$ cat src/verilog/pdc_consts.svh
/*
  constants for the port debounce clock select block: register byte
  addresses, field positions, reset values, source select codes and the
  strap capture delay.
  assumes inclusion from the design file and the bench top; definitions only.
*/
`ifndef PDC_CONSTS_SVH
`define PDC_CONSTS_SVH

// ==========================================================
// register byte addresses
`define PDC_ADDR_MODE_STATUS 32'h40000084
`define PDC_ADDR_DB_CLOCK_AB 32'h4000009C
`define PDC_ADDR_DB_CLOCK_CD 32'h400000A0
`define PDC_ADDR_DB_CLOCK_EF 32'h400000A4

// ==========================================================
// field positions
`define PDC_STATUS_WIDTH 8
`define PDC_SCAN_BIT 2
`define PDC_TEST_BIT 1
`define PDC_BOOT_BIT 0
`define PDC_LO_SEL_LSB 8
`define PDC_LO_DIV_LSB 0
`define PDC_HI_SEL_LSB 24
`define PDC_HI_DIV_LSB 16

// ==========================================================
// reset values
`define PDC_SEL_RST 3'h0
`define PDC_DIV_RST_A 8'h01
`define PDC_DIV_RST_B 8'h01
`define PDC_DIV_RST_C 8'h01
`define PDC_DIV_RST_D 8'h01
`define PDC_DIV_RST_E 8'h01
`define PDC_DIV_RST_F 8'h00

// ==========================================================
// source select codes, anything with bit 2 low is the ring oscillator
`define PDC_SEL_BUS 3'h4
`define PDC_SEL_INT 3'h5
`define PDC_SEL_EXT 3'h6
`define PDC_SEL_PLL 3'h7

// ==========================================================
// timing
`define PDC_STRAP_SETTLE 3'h4

`endif

$ cat src/verilog/pdc_pkg.sv
/*
  types for the port debounce clock select block.
  assumes nothing beyond a SystemVerilog compiler.
*/
package pdc_pkg;

  typedef enum logic [2:0] {
    PDC_SRC_RING,
    PDC_SRC_BUS,
    PDC_SRC_INT,
    PDC_SRC_EXT,
    PDC_SRC_PLL
  } pdc_src_t;

endpackage

$ cat src/verilog/pdc_port_debounce_clock_select.sv
/*
  port debounce clock select: six per-port debounce clock enables built
  from one of five sources and an 8-bit divider, plus the boot strap
  status register.
  assumes one system clock, oscillator and strap inputs asynchronous to it,
  and a register master that follows the plain strobe protocol.
*/
// Overview of operation
// RULE_01 - status register shows strap levels caught at boot
// RULE_02 - status is 8 bits, read only
// RULE_03 - bit2 scan, bit1 test, bit0 boot
// RULE_04 - first register serves ports A and B
// RULE_05 - port B select bits 26:24, shared encoding
// RULE_06 - port B divider bits 23:16
// RULE_07 - port A select bits 10:8
// RULE_08 - select 100 routes the bus clock
// RULE_09 - second register serves ports C and D
// RULE_10 - port D select bits 26:24
// RULE_11 - port D divider bits 23:16
// RULE_12 - port C select bits 10:8
// RULE_13 - port C divider bits 7:0
// RULE_14 - third register serves ports E and F
// RULE_15 - port F select bits 26:24
// RULE_16 - port F divider bits 23:16
// RULE_17 - port E select bits 10:8
// RULE_18 - port E divider bits 7:0
// RULE_19 - output is source divided, zero means undivided
// RULE_20 - reprogramming never makes runt pulses
`timescale 1ns/100ps
`include "pdc_consts.svh"

module pdc_port_debounce_clock_select (
  input wire logic sys_clk,
  input wire logic reset,
  input wire logic clkEn,
  input wire logic [31:0] regAddr,
  input wire logic [31:0] regWrData,
  input wire logic regWrStb,
  input wire logic regRdStb,
  output logic [31:0] regRdData,
  input wire logic ringOscIn,
  input wire logic intOscIn,
  input wire logic extOscIn,
  input wire logic pllIn,
  input wire logic bootStrapLevel,
  input wire logic testStrapLevel,
  input wire logic scanStrapLevel,
  output logic [5:0] dbClkTick
);

  localparam int NPORT = 6;
  localparam int NASYNC = 7;
  localparam logic [7:0] DIV_RST [NPORT] = '{
    `PDC_DIV_RST_A, `PDC_DIV_RST_B, `PDC_DIV_RST_C,
    `PDC_DIV_RST_D, `PDC_DIV_RST_E, `PDC_DIV_RST_F
  };

  // ==========================================================
  // helpers

  // index 0..2 of the config register hit, 3 when none
  function automatic logic [1:0] cfgIndex(input logic [31:0] addr);
    logic [1:0] idx;
    idx = 2'h3;
    if (addr == `PDC_ADDR_DB_CLOCK_AB)
      idx = 2'h0;
    else if (addr == `PDC_ADDR_DB_CLOCK_CD)
      idx = 2'h1;
    else if (addr == `PDC_ADDR_DB_CLOCK_EF)
      idx = 2'h2;
    return idx;
  endfunction

  function automatic pdc_pkg::pdc_src_t srcKind(input logic [2:0] sel);
    pdc_pkg::pdc_src_t kind;
    kind = pdc_pkg::PDC_SRC_RING;
    if (sel == `PDC_SEL_BUS)
      kind = pdc_pkg::PDC_SRC_BUS;
    else if (sel == `PDC_SEL_INT)
      kind = pdc_pkg::PDC_SRC_INT;
    else if (sel == `PDC_SEL_EXT)
      kind = pdc_pkg::PDC_SRC_EXT;
    else if (sel == `PDC_SEL_PLL)
      kind = pdc_pkg::PDC_SRC_PLL;
    return kind;
  endfunction

  // terminal count; zero and one both give one tick per source edge
  function automatic logic [7:0] divLimit(input logic [7:0] div);
    return (div == 8'h00) ? 8'h00 : div - 8'h01;
  endfunction

  // ==========================================================
  // async input synchroniser and edge filter

  logic [NASYNC-1:0] asyncIn;
  logic [NASYNC-1:0] syncA_reg;
  logic [NASYNC-1:0] syncB_reg;
  logic [NASYNC-1:0] syncC_reg;
  logic [NASYNC-1:0] filt_reg;
  logic [NASYNC-1:0] agree;
  logic [NASYNC-1:0] riseEdge;

  assign asyncIn = {scanStrapLevel, testStrapLevel, bootStrapLevel,
                    pllIn, extOscIn, intOscIn, ringOscIn};
  // syncA only feeds syncB; the filter looks at the later two stages
  assign agree = ~(syncB_reg ^ syncC_reg);
  assign riseEdge = agree & syncB_reg & ~filt_reg;

  always_ff @(posedge sys_clk)
  begin
    if (reset)
    begin
      syncA_reg <= '0;
      syncB_reg <= '0;
      syncC_reg <= '0;
      filt_reg <= '0;
    end
    else if (clkEn)
    begin
      syncA_reg <= asyncIn;
      syncB_reg <= syncA_reg;
      syncC_reg <= syncB_reg;
      filt_reg <= (agree & syncB_reg) | (~agree & filt_reg);
    end
  end

  // ==========================================================
  // strap capture, once after reset release

  logic [2:0] settle_reg;
  logic captured_reg;
  logic [2:0] strap_reg;
  logic [7:0] modeStatus;

  always_ff @(posedge sys_clk)
  begin
    if (reset)
    begin
      settle_reg <= 3'h0;
      captured_reg <= 1'b0;
      strap_reg <= 3'h0;
    end
    else if (clkEn && !captured_reg)
    begin
      if (settle_reg == `PDC_STRAP_SETTLE)
      begin
        captured_reg <= 1'b1; // RULE_01
        strap_reg <= filt_reg[6:4];
      end
      else
        settle_reg <= settle_reg + 3'h1;
    end
  end

  always_comb
  begin
    modeStatus = 8'h00; // RULE_02
    modeStatus[`PDC_SCAN_BIT] = strap_reg[2]; // RULE_03
    modeStatus[`PDC_TEST_BIT] = strap_reg[1];
    modeStatus[`PDC_BOOT_BIT] = strap_reg[0];
  end

  // ==========================================================
  // configuration registers, even port in the low half

  logic [2:0] srcSel_reg [NPORT];
  logic [7:0] divVal_reg [NPORT];
  logic [2:0] srcSel_next [NPORT];
  logic [7:0] divVal_next [NPORT];
  logic [NPORT-1:0] cfgChange;
  logic [1:0] wrIdx;

  assign wrIdx = cfgIndex(regAddr);

  always_comb
  begin
    for (int p = 0; p < NPORT; p++)
    begin
      srcSel_next[p] = srcSel_reg[p];
      divVal_next[p] = divVal_reg[p];
      cfgChange[p] = 1'b0;
      if (regWrStb && wrIdx == 2'(p / 2))
      begin
        if (p % 2 == 0)
        begin
          srcSel_next[p] = regWrData[`PDC_LO_SEL_LSB +: 3]; // RULE_07 RULE_12 RULE_17
          divVal_next[p] = regWrData[`PDC_LO_DIV_LSB +: 8]; // RULE_13 RULE_18
        end
        else
        begin
          srcSel_next[p] = regWrData[`PDC_HI_SEL_LSB +: 3]; // RULE_05 RULE_10 RULE_15
          divVal_next[p] = regWrData[`PDC_HI_DIV_LSB +: 8]; // RULE_06 RULE_11 RULE_16
        end
        cfgChange[p] = (srcSel_next[p] != srcSel_reg[p]) ||
                       (divVal_next[p] != divVal_reg[p]);
      end
    end
  end

  always_ff @(posedge sys_clk)
  begin
    if (reset)
    begin
      for (int p = 0; p < NPORT; p++)
      begin
        srcSel_reg[p] <= `PDC_SEL_RST;
        divVal_reg[p] <= DIV_RST[p];
      end
    end
    else if (clkEn)
    begin
      for (int p = 0; p < NPORT; p++)
      begin
        srcSel_reg[p] <= srcSel_next[p]; // RULE_04 RULE_09 RULE_14
        divVal_reg[p] <= divVal_next[p];
      end
    end
  end

  // ==========================================================
  // per-port dividers
  // output is a one-cycle enable, so it cannot be a runt; a change of
  // source or divider restarts the count, trading phase for cleanliness

  logic [7:0] cnt_reg [NPORT];
  logic [NPORT-1:0] srcEdge;

  always_comb
  begin
    for (int p = 0; p < NPORT; p++)
    begin
      srcEdge[p] = 1'b0;
      unique case (srcKind(srcSel_reg[p]))
        pdc_pkg::PDC_SRC_RING: srcEdge[p] = riseEdge[0];
        pdc_pkg::PDC_SRC_BUS: srcEdge[p] = 1'b1; // RULE_08
        pdc_pkg::PDC_SRC_INT: srcEdge[p] = riseEdge[1];
        pdc_pkg::PDC_SRC_EXT: srcEdge[p] = riseEdge[2];
        pdc_pkg::PDC_SRC_PLL: srcEdge[p] = riseEdge[3];
      endcase
    end
  end

  always_ff @(posedge sys_clk)
  begin
    if (reset)
    begin
      for (int p = 0; p < NPORT; p++)
        cnt_reg[p] <= 8'h00;
      dbClkTick <= '0;
    end
    else if (clkEn)
    begin
      for (int p = 0; p < NPORT; p++)
      begin
        if (cfgChange[p])
        begin
          cnt_reg[p] <= 8'h00; // RULE_20
          dbClkTick[p] <= 1'b0;
        end
        else if (srcEdge[p] && cnt_reg[p] >= divLimit(divVal_reg[p]))
        begin
          cnt_reg[p] <= 8'h00; // RULE_19
          dbClkTick[p] <= 1'b1;
        end
        else
        begin
          if (srcEdge[p])
            cnt_reg[p] <= cnt_reg[p] + 8'h01;
          dbClkTick[p] <= 1'b0;
        end
      end
    end
  end

  // ==========================================================
  // read back, data valid only in the cycle after the strobe

  function automatic logic [31:0] packCfg(input int k);
    logic [31:0] w;
    w = 32'h00000000;
    w[`PDC_LO_SEL_LSB +: 3] = srcSel_reg[2 * k];
    w[`PDC_LO_DIV_LSB +: 8] = divVal_reg[2 * k];
    w[`PDC_HI_SEL_LSB +: 3] = srcSel_reg[2 * k + 1];
    w[`PDC_HI_DIV_LSB +: 8] = divVal_reg[2 * k + 1];
    return w;
  endfunction

  logic [31:0] rdMux;

  always_comb
  begin
    rdMux = 32'h00000000;
    if (regAddr == `PDC_ADDR_MODE_STATUS)
      rdMux = {24'h000000, modeStatus}; // RULE_02
    else if (wrIdx != 2'h3)
      rdMux = packCfg(int'(wrIdx));
  end

  always_ff @(posedge sys_clk)
  begin
    if (reset)
      regRdData <= 32'h00000000;
    else if (clkEn)
      regRdData <= regRdStb ? rdMux : 32'h00000000;
  end

  generate
    for (genvar g = 0; g < NPORT; g++)
    begin : g_chk

    end
  endgenerate
endmodule

$ cat config.mk
export PLATFORM = sky130hd
export DESIGN_NAME = pdc_port_debounce_clock_select
export DESIGN_NICKNAME = d
export VERILOG_FILES = /design/src/verilog/pdc_pkg.sv /design/src/verilog/pdc_port_debounce_clock_select.sv
export VERILOG_INCLUDE_DIRS = /design/src /design/src/verilog
export SDC_FILE = /design/constraint.sdc
export NUM_CORES = 1
export LEC_CHECK = 0
export CAP_MARGIN = 40
export CORE_AREA = 2 2 149 151
export DETAILED_ROUTE_END_ITERATION = 10
export DIE_AREA = 0 0 151 153
export DONT_BUFFER_PORTS = 1
export GPL_ROUTABILITY_DRIVEN = 0
export HOLD_SLACK_MARGIN = 0.03
export PLACE_DENSITY_LB_ADDON = 0.15
export RECOVER_POWER = 100
export SLEW_MARGIN = 20
export SYNTH_ARGS = -nofsm -noshare
export SYNTH_HDL_FRONTEND = slang
export SYNTH_SLANG_ARGS = --single-unit
$ cat constraint.sdc
create_clock -name sys_clk -period 3.7 [get_ports sys_clk]
set_input_delay 0 -clock sys_clk [delete_from_list [all_inputs] [get_ports sys_clk]]
set_output_delay 0 -clock sys_clk [all_outputs]
set_load 0.01 [all_outputs]
**Yosys cells after proc, flatten, opt, wreduce, memory -nomap -nowiden**

Memory sizes are Yosys's and may differ from the RTL's.
Index checks and enable logic that the tools add are counted.

- Register bits after elaboration: 73
- Bits in writable memories: 114
- Input port bits: 76
- Output and inout bits: 38
- Logic and storage cells: 368
- Memories: 3

Memory list:

| memory | words | width | read ports | clocked after memory_dff | wr ports | RTL line | RTL |
|---|---|---|---|---|---|---|---|
| cnt_reg | 6 | 8 | 6 | 0 | 6 | pdc_port_debounce_clock_select.sv:226 | `logic [7:0] cnt_reg [NPORT];` |
| divVal_reg | 6 | 8 | 8 | 0 | 6 | pdc_port_debounce_clock_select.sv:168 | `logic [7:0] divVal_reg [NPORT];` |
| srcSel_reg | 6 | 3 | 8 | 0 | 6 | pdc_port_debounce_clock_select.sv:167 | `logic [2:0] srcSel_reg [NPORT];` |

- Add/subtract/negate cells: 14
- Order comparisons: 6
- Equal/unequal tests: 68
- Multiplexer cells: 197
- Bitwise logic cells: 39
- Reduce and logical (&&, ||, !) cells: 32

Operators with widths:

| kind | count |
|---|---|
| $mux W8 | 42 |
| $eq A32 B31 Y1 const B | 4 |
| $mux W3 | 42 |
| $mux W1 | 102 |
| $eq A3 B3 Y1 const B | 31 |
| $mux W27 | 2 |
| $add A8 B1 Y8 const B | 6 |
| $ge A8 B8 Y1 | 6 |
| $logic_not A8 Y1 | 6 |
| $ne A8 B8 Y1 | 6 |
| $sub A8 B1 Y8 const B | 6 |
| $eq A3 B2 Y1 const B | 12 |
| $mux W32 | 1 |
| $or A1 B1 Y1 | 30 |
| $pmux W1 S5 | 6 |
| $eq A3 B1 Y1 const B | 6 |
| $logic_not A3 Y1 | 6 |
| $ne A3 B3 Y1 | 6 |
| $and A7 B7 Y7 | 2 |
| $not A7 Y7 | 2 |
| $logic_and A1 B1 Y1 | 10 |
| $or A7 B7 Y7 | 1 |
| $xor A7 B7 Y7 | 1 |
| $add A3 B1 Y3 const B | 2 |
| other kinds (11) | 18 |

**Depth between registers and ports, before layout**

Gate-level depths: netlist of the first run.

- Depth after elaboration: 17
- Mapped depth: 13
- Gate-level depth less buffers: 13

**Worst setup path after synthesis of the first run**

No wires, ideal clock.

- Path kind: flip-flop to flip-flop
- From: mem divVal_reg[1][0]
- To: mem cnt_reg[1][2] (data pin)
- Setup time: 0.141 ns
- Arrival time: 2.973 ns
- Data required time: 3.559 ns
- Slack: 0.586 ns
- Cell stages (with the launch flop): 13
- Path buffers: 0
- Period minus slack after synthesis: 3.114 ns
- Path through: edfxtp_1 -> inv_1 -> ha_1 -> nor3b_1 -> nand3b_1 -> and2_1 -> ha_1 -> nand2b_1 -> a211oi_1 -> o31ai_1 -> a2111oi_0 -> nand2_1 -> nor2_1

RTL lines:

| element | RTL line |
|---|---|
| start, declared | pdc_port_debounce_clock_select.sv:168 |
| end, declared | pdc_port_debounce_clock_select.sv:226 |

==> results by group, run 1 <==
Power and ir drop
  • Sw Share: 26.0%
  • Cell leakage power: 4.74 nW
  • Clock group share of total power: 38.6%
  • Logic pwr share: 12.2%
  • Peak VDD IR: 0.311 mV
  • Register share of total power: 49.2%
  • Int Power: 3.54 mW
  • Sw power: 1.24 mW
  • P per Cell Area: 399 mW/mm^2

Clock network
  • Clk pin slew, worst setup/hold paths: 70 ps
  • TritonCTS clock tree: built
  • Worst-Skew Late Latency: 440 ps
  • Clock Root Buffer: clkbuf_16
  • Num CTS Buffers: 17
  • Setup Buffers After CTS: 0
  • Sink Count: 177
  • H-tree depth: 4
  • CTS Buffer Depth: 2

Logic synthesis
  • Ys flop type: edfxtp_1
  • Synthesized instance count: 1057
  • Post-Syn Area: 0.0106 sq mm
  • Asr flop ratio synth: 0%
  • EDFF count, synth: 114
  • Ys Warns: 0
  • Synth unique cells: 58
  • Synth Register Bits: 177
  • Syn avg cell area: 10.0 sq um
  • Post-synthesis sequential area ratio: 44.1%

Detailed routing
  • DR iter-0 viols: 717
  • Via density: 5.92
  • Vias: 8258
  • Routed WL: 27600 um
  • Drt wl/cell: 19.8 um
  • Drt first pass iters: 9
  • ANT nets after route: 0
  • Remaining DRCs: 0

Die
  • Total I/O pin count: 114
  • Die span in y: 153 um
  • Starting density of the core: 49.4%
  • Die area: 0.0231 sq mm
  • Core area: 0.0215 sq mm
  • DIE WIDTH: 151 um
  • Row cnt: 54

Worst setup path
  • FF-to-FF End: cnt_reg[1][3]
  • CP Data Required Time: 3840 ps
  • Cell count along the critical path: 6
  • Setup CP Type: in -> reg
  • Crit end category: register
  • Setup crit start kind: input pin
  • CP Buf/Inv Count: 5
  • Crit path max fanout: 62
  • FF-to-FF setup slack: 380 ps
  • Worst path top cell family by delay: buffers and inverters
  • Worst stage delay on the critical path: 1800 ps
  • Crit path capture: cnt_reg[0][6]
  • Critical Path Slowest Stage Cell: dlymetal6s2s_1
  • Critical Path Start: reset
  • Worst-path cell chain: dlygate4sd3_1 > dlymetal6s2s_1 > inv_1 > buf_4 > a31oi_1 > clkbuf_2
  • Critical Path AT: 3560 ps
  • Worst-case reg-to-reg path depth: 12
  • Reg-to-Reg Start: divVal_reg[1][0]

Place
  • DPL Wire Length: 19100 um
  • Cell Area, Placed: 0.0109 sq mm
  • Placed instance count: 1316
  • Port Buffers: 0
  • Worst slack at placement: 346 ps

Run
  • Max Cap Viol: 2

Cells and area
  • Non-Filler Instances: 1395
  • Area Growth Syn to Fin: 12.8%
  • Share of layout cells above drive strength 1: 5.11%
  • Final Util: 55.7%
  • Final net count: 1244
  • Final instance area: 0.0120 sq mm
  • N_diodes: 0
  • Fillers: 1875

GRT
  • Vias in the first global route: 7700
  • First-pass GRT wire length: 43600 um
  • GR Overflow Total: 0
  • Tot GR Track Use: 24.3%
  • Initial antenna violation count: 0
  • Largest net degree at the start of global routing: 63

Timing
  • RSZ-0062 raised after global routing: false
  • Clock skew: 9.88 ps
  • Final Critical Period: 3420 ps
  • Final setup TNS: 0 ps
  • Fin worst setup slack: 277 ps
  • Worst-margin pin slew: 2500 ps
  • Hold Violations, Final: 0
  • Max-slew violations: 86
  • Fmax: 292 MHz
  • Endpoints failing setup: 0
  • Period utilisation layout: 92.5%
  • Slew HR: -67.0%

Status
  • Violated checks: capacitance limit, slew limit
  • Run status: complete, but fails checks

Min path
  • Tightest Hold Check Type: in -> reg
-- cells in the final DEF, fill, tap and decap left out, types with 31 or more instances in the layout --
cell type      netlist  final
nand3_1             47     47
nand2_1             87     87
edfxtp_1           114    114
dlygate4sd3_1        0     44
nor2_1             103    104
xor2_1             105    105
ha_1                66     66
mux2i_1             31     31
dfxtp_1             63     63
and3_1              48     48
inv_1               30     31
a21oi_1             34     34
-- cells in the mapped netlist (9+ instances only) --
cell,instances,area (sq um)
clkbuf_1,28,105
mux2_1,15,169
xor2_1,105,920
nand4_1,13,81.3
dfxtp_1,63,1260
nor2_1,103,387
nand2b_1,18,113
a222oi_1,19,190
edfxtp_1,114,3420
nand2_1,87,327
nand3b_1,21,158
a21oi_1,34,170
inv_1,30,113
a211oi_1,21,158
xnor2_1,15,131
nor3_1,24,120
ha_1,66,826
mux2i_1,31,310
buf_4,11,82.6
o21a_1,9,67.6
nor4_1,21,131
o21ai_0,21,105
and3_1,48,300
nand3_1,47,235
-- cells by family (layout without fill, tap and decap cells) --
group,Yosys count,in the layout,share of synthesized area [%]
AND/OR/NAND/NOR,413,413,19.9
buffers and inverters,79,128,3.45
adder cells (fa/ha/maj),66,66,7.78
multiplexers,49,49,4.83
XOR/XNOR,120,120,9.90
flip-flops,177,177,44.1
AO/OA/AOI/OAI,152,152,10.0
other,1,10,0.0353
-- worst min path at each step --
stage / from / to / slack [ps] / cells after the start
global route: clkEn / srcSel_reg[2][2] / 70 / 1
detailed placement: reset / register / 80 / 1
finish: reset / divVal_reg[2][3] / 60 / 1
floorplan: ringOscIn / syncA_reg[0] / 150 / 2
global placement: reset / register / 80 / 1
CTS: reset / divVal_reg[2][3] / 50 / 1
-- cell type report --
cell class,instances,area (sq um),share of cell area (%)
clock buffer,24,556,4.64
timing repair buffer,64,614,5.13
tap,280,350,2.93
inverter,32,120,1.00
multi-input combinational,810,5590,46.7
clock inverter,8,60.1,0.502
sequential,177,4680,39.1
-- metrics by stage --
stage	hold slack (ps)	power, mW
finish	58.0	4.78
global route	66.3	4.98
CTS	53.0	4.80
detailed placement	77.0	2.90
global placement	75.3	2.89
floorplan	147	2.77
-- timing repair --
action	CTS	global route
hold buffers	44	2
resized for setup	0	1
hold endpoints to repair	154	1
setup endpoints to repair	0	1
-- power groups by stage --
stage          Combinational, mW  Sequential [mW]  Clock, mW
3_3_place_gp               0.500             2.39          0
5_1_grt                    0.661             2.37       1.95
3_5_place_dp               0.511             2.39          0
2_1_floorplan              0.438             2.34          0
4_1_cts                    0.587             2.35       1.87
6_report                   0.583             2.35       1.85
-- routing by layer --
layer / routed length, um / global-route usage (%)
met1: 12400 / 34.0
met3: 1850 / 4.33
met2: 12900 / 38.7
met4: 472 / 6.94
met5: 0 / 0
No activity file was read; power rests on OpenSTA's default activity.
==> run 2: changes to the inputs <==
Settings changed: BUFFER_PORTS_ARGS set to -buffer_cell sky130_fd_sc_hd__buf_2, CORE_AREA 2 2 149 151 to 2 2 145 147, DIE_AREA 0 0 151 153 to 0 0 147 149, DONT_BUFFER_PORTS 1 to not set.
==> results by group, run 2 (synthesis results as in run 1) <==
Run
  • Max Cap Viol: 3 (was 2)

Clock network
  • TritonCTS clock tree: built (unchanged)
  • H-tree depth: 4 (unchanged)
  • Clk pin slew, worst setup/hold paths: 60 ps (was 70 ps)
  • Num CTS Buffers: 17 (unchanged)
  • Clock Root Buffer: clkbuf_16 (unchanged)
  • Worst-Skew Late Latency: 430 ps (was 440 ps)
  • Sink Count: 177 (unchanged)
  • Setup Buffers After CTS: 0 (unchanged)
  • CTS Buffer Depth: 2 (unchanged)

Die
  • Starting density of the core: 51.6% (was 49.4%)
  • Die span in y: 149 um (was 153 um)
  • Core area: 0.0206 sq mm (was 0.0215 sq mm)
  • Die area: 0.0219 sq mm (was 0.0231 sq mm)
  • DIE WIDTH: 147 um (was 151 um)
  • Row cnt: 53 (was 54)
  • Total I/O pin count: 114 (unchanged)

GRT
  • Initial antenna violation count: 0 (unchanged)
  • Vias in the first global route: 8081 (was 7700)
  • Tot GR Track Use: 24.8% (was 24.3%)
  • GR Overflow Total: 0 (unchanged)
  • Largest net degree at the start of global routing: 45 (was 63)
  • First-pass GRT wire length: 42900 um (was 43600 um)

Timing
  • RSZ-0062 raised after global routing: false (unchanged)
  • Clock skew: 11.9 ps (was 9.88 ps)
  • Final Critical Period: 3380 ps (was 3420 ps)
  • Final setup TNS: 0 ps (unchanged)
  • Fmax: 296 MHz (was 292 MHz)
  • Max-slew violations: 58 (was 86)
  • Period utilisation layout: 91.4% (was 92.5%)
  • Endpoints failing setup: 0 (unchanged)
  • Worst-margin pin slew: 1600 ps (was 2500 ps)
  • Slew HR: -6.35% (was -67.0%)
  • Hold Violations, Final: 0 (unchanged)

Cells and area
  • Most frequent cells in the layout: edfxtp_1 (114), xor2_1 (105), nor2_1 (104) (unchanged)
  • Final instance area: 0.0122 sq mm (was 0.0120 sq mm)
  • Non-Filler Instances: 1471 (was 1395)
  • Fillers: 1810 (was 1875)
  • Commonest non-fill, non-tap cell in the layout: edfxtp_1 (unchanged)
  • Final Util: 59.2% (was 55.7%)
  • Final net count: 1324 (was 1244)
  • Area Growth Syn to Fin: 14.7% (was 12.8%)
  • Share of layout cells above drive strength 1: 9.79% (was 5.11%)

Worst setup path
  • Setup CP Type: in -> reg (unchanged)
  • Worst stage delay on the critical path: 1120 ps (was 1800 ps)
  • Worst-case reg-to-reg path depth: 13 (was 12)
  • FF-to-FF End: cnt_reg[1][3] (unchanged)
  • Critical Path AT: 3510 ps (was 3560 ps)
  • Reg-to-Reg Start: divVal_reg[1][0] (unchanged)
  • CP Data Required Time: 3830 ps (was 3840 ps)
  • Worst-path cell chain: dlygate4sd3_1 > clkbuf_1 > clkbuf_1 > nor2_1 > clkbuf_2 > a31oi_1 > clkbuf_4 (was dlygate4sd3_1 > dlymetal6s2s_1 > inv_1 > buf_4 > a31oi_1 > clkbuf_2)
  • Setup crit start kind: input pin (unchanged)
  • Crit path max fanout: 29 (was 62)
  • Crit path top cell by count: clkbuf_1
  • FF-to-FF setup slack: 380 ps (about the same)
  • Crit end category: register (unchanged)
  • Critical Path Slowest Stage Cell: clkbuf_1 (was dlymetal6s2s_1)

Min path
  • WHS Path Cells: 2 (was 1)
  • End of the worst hold path: divVal_reg[0][6] (was divVal_reg[2][3])
  • Hold wc startpoint: regWrData[6] (was reset)
  • Tightest Hold Check Type: in -> reg (unchanged)

Power and ir drop
  • P per Cell Area: 388 mW/mm^2 (was 399 mW/mm^2)
  • Cell leakage power: 4.91 nW (was 4.74 nW)
  • Peak VDD IR: 0.299 mV (was 0.311 mV)

Place
  • Placed instance count: 1405 (was 1316)
  • Port Buffers: 93 (was 0)
  • Cell Area, Placed: 0.0114 sq mm (was 0.0109 sq mm)
  • DPL Wire Length: 19200 um (was 19100 um)

Status
  • Violated checks: capacitance limit, slew limit (unchanged)
  • Run status: complete, but fails checks (unchanged)

Detailed routing
  • Vias: 8374 (was 8258)
  • DR iter-0 viols: 583 (was 717)
  • ANT nets after route: 0 (unchanged)
  • Routed WL: 26700 um (was 27600 um)
  • Drt first pass iters: 6 (was 9)
  • Via density: 5.69 (was 5.92)
  • Drt wl/cell: 18.2 um (was 19.8 um)
  • Remaining DRCs: 0 (unchanged)
==> run 2: cell type report <==
type,count,area [sq um],share of cell area [%]
Timing Repair Buffer,144,865,7.10
Tap cell,275,344,2.83
Clock inverter,12,97.6,0.802
Sequential cell,177,4680,38.5
Clock buffer,20,468,3.84
Inverter,32,120,0.987
Multi-Input combinational cell,810,5590,45.9
Antenna cell,1,2.50,0.0206
==> run 2: where the power goes <==
part | switching [mW] | internal (mW) | leakage [nW]
Sequential | 0.138 | 2.21 | 1.64
Combinational | 0.349 | 0.281 | 2.99
Clock | 0.806 | 0.932 | 0.283
Total | 1.29 | 3.42 | 4.91
==> run 2: routing by layer <==
layer  vias up  global-route usage [%]  routed length [um]
li1       4121                       -                   -
met1      3959                    33.6               12100
met2       263                    41.0               12500
met3        31                    4.77                1610
met4         0                    7.12                 471
met5         -                       0                   0
==> run 2: worst max-delay path by stage <==
stage	startpoint	endpoint	slack (ps)
after floorplan	divVal_reg[1][0]	cnt_reg[1][2]	590
after global placement	divVal_reg[2][0]	cnt_reg[2][4]	470
after detailed placement	divVal_reg[2][0]	cnt_reg[2][4]	340
after CTS	divVal_reg[2][0]	cnt_reg[2][4]	330
after global routing	divVal_reg[2][0]	cnt_reg[2][4]	7
final	reset	cnt_reg[3][7]	320
==> run 2: repair_timing <==
action,4_1_cts,5_1_grt
endpoints found under the setup margin,0,7
endpoints found under the hold margin,66,0
hold buffers,32,0
gates resized for setup,0,1
==> run 2: stage by stage <==
stage	worst slack (ps)	power (mW)	hold slack, ps
after detailed placement	341	2.99	240
after global routing	6.89	4.92	53.2
after CTS	331	4.75	38.5
after global placement	467	2.97	235
after floorplan	586	2.77	147
final	320	4.72	52.7
==> run 2: critical path, delay by kind of cell <==
kind	cells	cell delay, ps
compound gates	1	250
simple gates	1	320
buf+inv	5	2930
==> run 3: changes to the inputs <==
Settings changed: ABC_AREA set to 1, CORE_AREA 2 2 145 147 to 2 2 149 151, DIE_AREA 0 0 147 149 to 0 0 151 153.
==> results by group, run 3 <==
Power and ir drop
  • P per Cell Area: 379 mW/mm^2 (was 388 mW/mm^2)
  • Cell leakage power: 5.67 nW (was 4.91 nW)
  • Peak VDD IR: 0.280 mV (was 0.299 mV)

Place
  • DPL Wire Length: 21700 um (was 19200 um)
  • Worst slack at placement: 347 ps (was 341 ps)
  • Placed instance count: 1848 (was 1405)
  • Port Buffers: 93 (unchanged)
  • Cell Area, Placed: 0.0120 sq mm (was 0.0114 sq mm)

Clock network
  • H-tree depth: 4 (unchanged)
  • CTS Buffer Depth: 2 (unchanged)
  • Clk pin slew, worst setup/hold paths: 70 ps (was 60 ps)
  • Sink Count: 177 (unchanged)
  • Num CTS Buffers: 17 (unchanged)
  • Worst-Skew Late Latency: 440 ps (was 430 ps)
  • Clock Root Buffer: clkbuf_16 (unchanged)
  • TritonCTS clock tree: built (unchanged)

Worst setup path
  • Crit path top cell by count: inv_1 (was clkbuf_1)
  • Worst stage delay on the critical path: 430 ps (was 1120 ps)
  • Critical Path AT: 3440 ps (was 3510 ps)
  • FF-to-FF setup slack: 350 ps (was 380 ps)
  • Worst-case reg-to-reg path depth: 18 (was 13)
  • Setup CP Type: reg -> reg (was in -> reg)
  • CP Data Required Time: 3790 ps (was 3830 ps)
  • Reg-to-Reg Start: divVal_reg[0][0] (was divVal_reg[1][0])
  • FF-to-FF End: cnt_reg[0][5] (was cnt_reg[1][3])
  • Critical Path Slowest Stage Cell: edfxtp_1 (was clkbuf_1)
  • Crit end category: register (unchanged)
  • Worst-path cell chain: inv_1 > ha_1 > nand2_1 > nor2_1 > inv_1 > nor2_1 > inv_1 > nor2_1 > inv_1 > o21ai_0 > ha_1 > a21oi_1 > o21ai_0 > nand2_1 > nand3_1 > inv_1 > nand4_2 > nand3_1 (was dlygate4sd3_1 > clkbuf_1 > clkbuf_1 > nor2_1 > clkbuf_2 > a31oi_1 > clkbuf_4)
  • Setup crit start kind: register (was input pin)
  • Crit path max fanout: 9 (was 29)

Min path
  • WHS Path Cells: 3 (was 2)
  • End of the worst hold path: divVal_reg[0][7] (was divVal_reg[0][6])
  • Hold wc startpoint: regWrData[7] (was regWrData[6])
  • Tightest Hold Check Type: in -> reg (unchanged)

Logic synthesis
  • EDFF count, synth: 114 (unchanged)
  • Syn avg cell area: 7.54 sq um (was 10.0 sq um)
  • Asr flop ratio synth: 0% (unchanged)
  • Count leader, synth: nand2_1 (was edfxtp_1)
  • Ys flop type: edfxtp_1 (unchanged)
  • Ys Warns: 0 (unchanged)
  • Synthesized instance count: 1490 (was 1057)
  • Post-synthesis sequential area ratio: 41.7% (was 44.1%)
  • Area leader, netlist: edfxtp_1 (unchanged)
  • Commonest cells in the netlist: nand2_1 (368), inv_1 (207), nor2_1 (202) (was edfxtp_1 (114), xor2_1 (105), nor2_1 (103))
  • Area share of the largest cell type after synthesis: 30.5% (was 32.3%)
  • Synth Register Bits: 177 (unchanged)
  • Synth unique cells: 42 (was 58)
  • Post-Syn Area: 0.0112 sq mm (was 0.0106 sq mm)
  • Top cells by area, synth: edfxtp_1 (30%), nand2_1 (12%), dfxtp_1 (11%) (was edfxtp_1 (32%), dfxtp_1 (12%), xor2_1 (8.7%))

Detailed routing
  • Drt first pass iters: 5 (was 6)
  • Drt wl/cell: 15.2 um (was 18.2 um)
  • Via density: 5.26 (was 5.69)
  • Remaining DRCs: 0 (unchanged)
  • Routed WL: 28900 um (was 26700 um)
  • DR iter-0 viols: 1004 (was 583)
  • ANT nets after route: 0 (unchanged)
  • Vias: 10000 (was 8374)

Cells and area
  • Most frequent cells in the layout: nand2_1 (370), inv_1 (208), nor2_1 (205) (was edfxtp_1 (114), xor2_1 (105), nor2_1 (104))
  • Register Area: 0.00468 sq mm (unchanged)
  • Commonest non-fill, non-tap cell in the layout: nand2_1 (was edfxtp_1)
  • N_diodes: 0 (was 1)
  • Non-Filler Instances: 1904 (was 1471)
  • Fillers: 2034 (was 1810)
  • Final net count: 1753 (was 1324)
  • Area Growth Syn to Fin: 12.9% (was 14.7%)
  • Final instance area: 0.0127 sq mm (was 0.0122 sq mm)
  • Share of layout cells above drive strength 1: 7.70% (was 9.79%)
  • Area of the multi-input gates: 0.00554 sq mm (was 0.00559 sq mm)

Timing
  • Worst-margin pin slew: 2000 ps (was 1600 ps)
  • Final Critical Period: 3350 ps (was 3380 ps)
  • Endpoints failing setup: 0 (unchanged)
  • Max-slew violations: 93 (was 58)
  • Slew HR: -33.2% (was -6.35%)
  • Hold Violations, Final: 0 (unchanged)
  • RSZ-0062 raised after global routing: false (unchanged)
  • Fin worst setup slack: 347 ps (was 320 ps)
  • Final setup TNS: 0 ps (unchanged)
  • Fmax: 298 MHz (was 296 MHz)
  • Clock skew: 13.3 ps (was 11.9 ps)
  • Period utilisation layout: 90.6% (was 91.4%)

GRT
  • GR Util met3: 4.48% (was 4.77%)
  • Largest net degree at the start of global routing: 42 (was 45)
  • GR Util met1: 35.8% (was 33.6%)
  • GR Overflow Total: 0 (unchanged)
  • Initial antenna violation count: 0 (unchanged)
  • Vias in the first global route: 9436 (was 8081)
  • Grt peak-use layer: met2 (unchanged)
  • First-pass GRT wire length: 46400 um (was 42900 um)
  • M2 GR Usage: 40.2% (was 41.0%)
  • Tot GR Track Use: 25.4% (was 24.8%)

Die
  • DIE WIDTH: 151 um (was 147 um)
  • Die span in y: 153 um (was 149 um)
  • Row cnt: 54 (was 53)
  • Core area: 0.0215 sq mm (was 0.0206 sq mm)
  • Total I/O pin count: 114 (unchanged)
  • Die area: 0.0231 sq mm (was 0.0219 sq mm)
  • Starting density of the core: 52.3% (was 51.6%)

Run
  • Max Cap Viol: 3 (unchanged)

Status
  • Violated checks: capacitance limit, slew limit (unchanged)
  • Run status: complete, but fails checks (unchanged)
## run 3: routing by layer
layer	vias to the layer above	share of wire [%]
li1	5095	-
met1	4543	46
met2	327	45
met3	55	7.3
met4	0	2.1
met5	-	0
## run 3: repair_timing
item	4_1_cts	5_1_grt
setup endpoints to repair	0	2
gates resized for setup	0	1
setup buffers	0	0
hold endpoints to repair	33	0
hold buffers	24	0
## run 3: area by class of cell
cell class                 count  area share (%)
tap                          280            2.76
sequential                   177            36.9
timing repair buffer         130            5.82
clock inverter                 9           0.523
clock buffer                  23            4.02
multi-input combinational   1074            43.7
inverter                     211            6.24
## run 3: how the worst max path moves through the flow
stage,startpoint,cells past startpoint,to
2_1_floorplan,divVal_reg[2][0],18,cnt_reg[2][0]
3_3_place_gp,divVal_reg[0][0],18,cnt_reg[0][2]
3_5_place_dp,divVal_reg[0][0],18,cnt_reg[0][2]
4_1_cts,divVal_reg[0][0],18,cnt_reg[0][2]
5_1_grt,divVal_reg[0][0],18,cnt_reg[0][7]
6_report,divVal_reg[0][0],18,cnt_reg[0][5]
## run 3: where the power goes
group / internal (mW) / switching (mW) / total, mW
clock network: 0.984 / 0.795 / 1.78
registers: 2.22 / 0.120 / 2.34
logic: 0.267 / 0.424 / 0.691
total: 3.47 / 1.34 / 4.81
## run 3: stage by stage
step / util [%] / hold WS, ps / total power [mW]
2_1_floorplan: - / 113 / 2.83
3_3_place_gp: 55.6 / 196 / 3.02
3_5_place_dp: 55.7 / 205 / 3.05
4_1_cts: 59.5 / 48.8 / 4.82
5_1_grt: 59.0 / 66.6 / 5.02
6_report: 59.0 / 47.4 / 4.81
## run 3: cells by family (layout without fill, tap and decap cells)
logic type               count (synthesis)  count (layout)  share of synthesized area [%]
AND/OR/NAND/NOR                        773             773                           29.2
XOR/XNOR                                54              54                           4.21
buffers and inverters                  248             373                           8.97
flip-flops                             177             177                           41.7
adder cells (fa/ha/maj)                 66              66                           7.35
AO/OA/AOI/OAI                          171             171                           8.57
other                                    1              10                         0.0334
## run 3: critical path, delay by kind of cell (launching register included)
kind	cells	cell delay, ps
adders and majority gates	2	500
DFF	1	430
and+or+nand+nor	8	1300
buffers and inverters	5	450
AOI/OAI and AO/OA	3	330
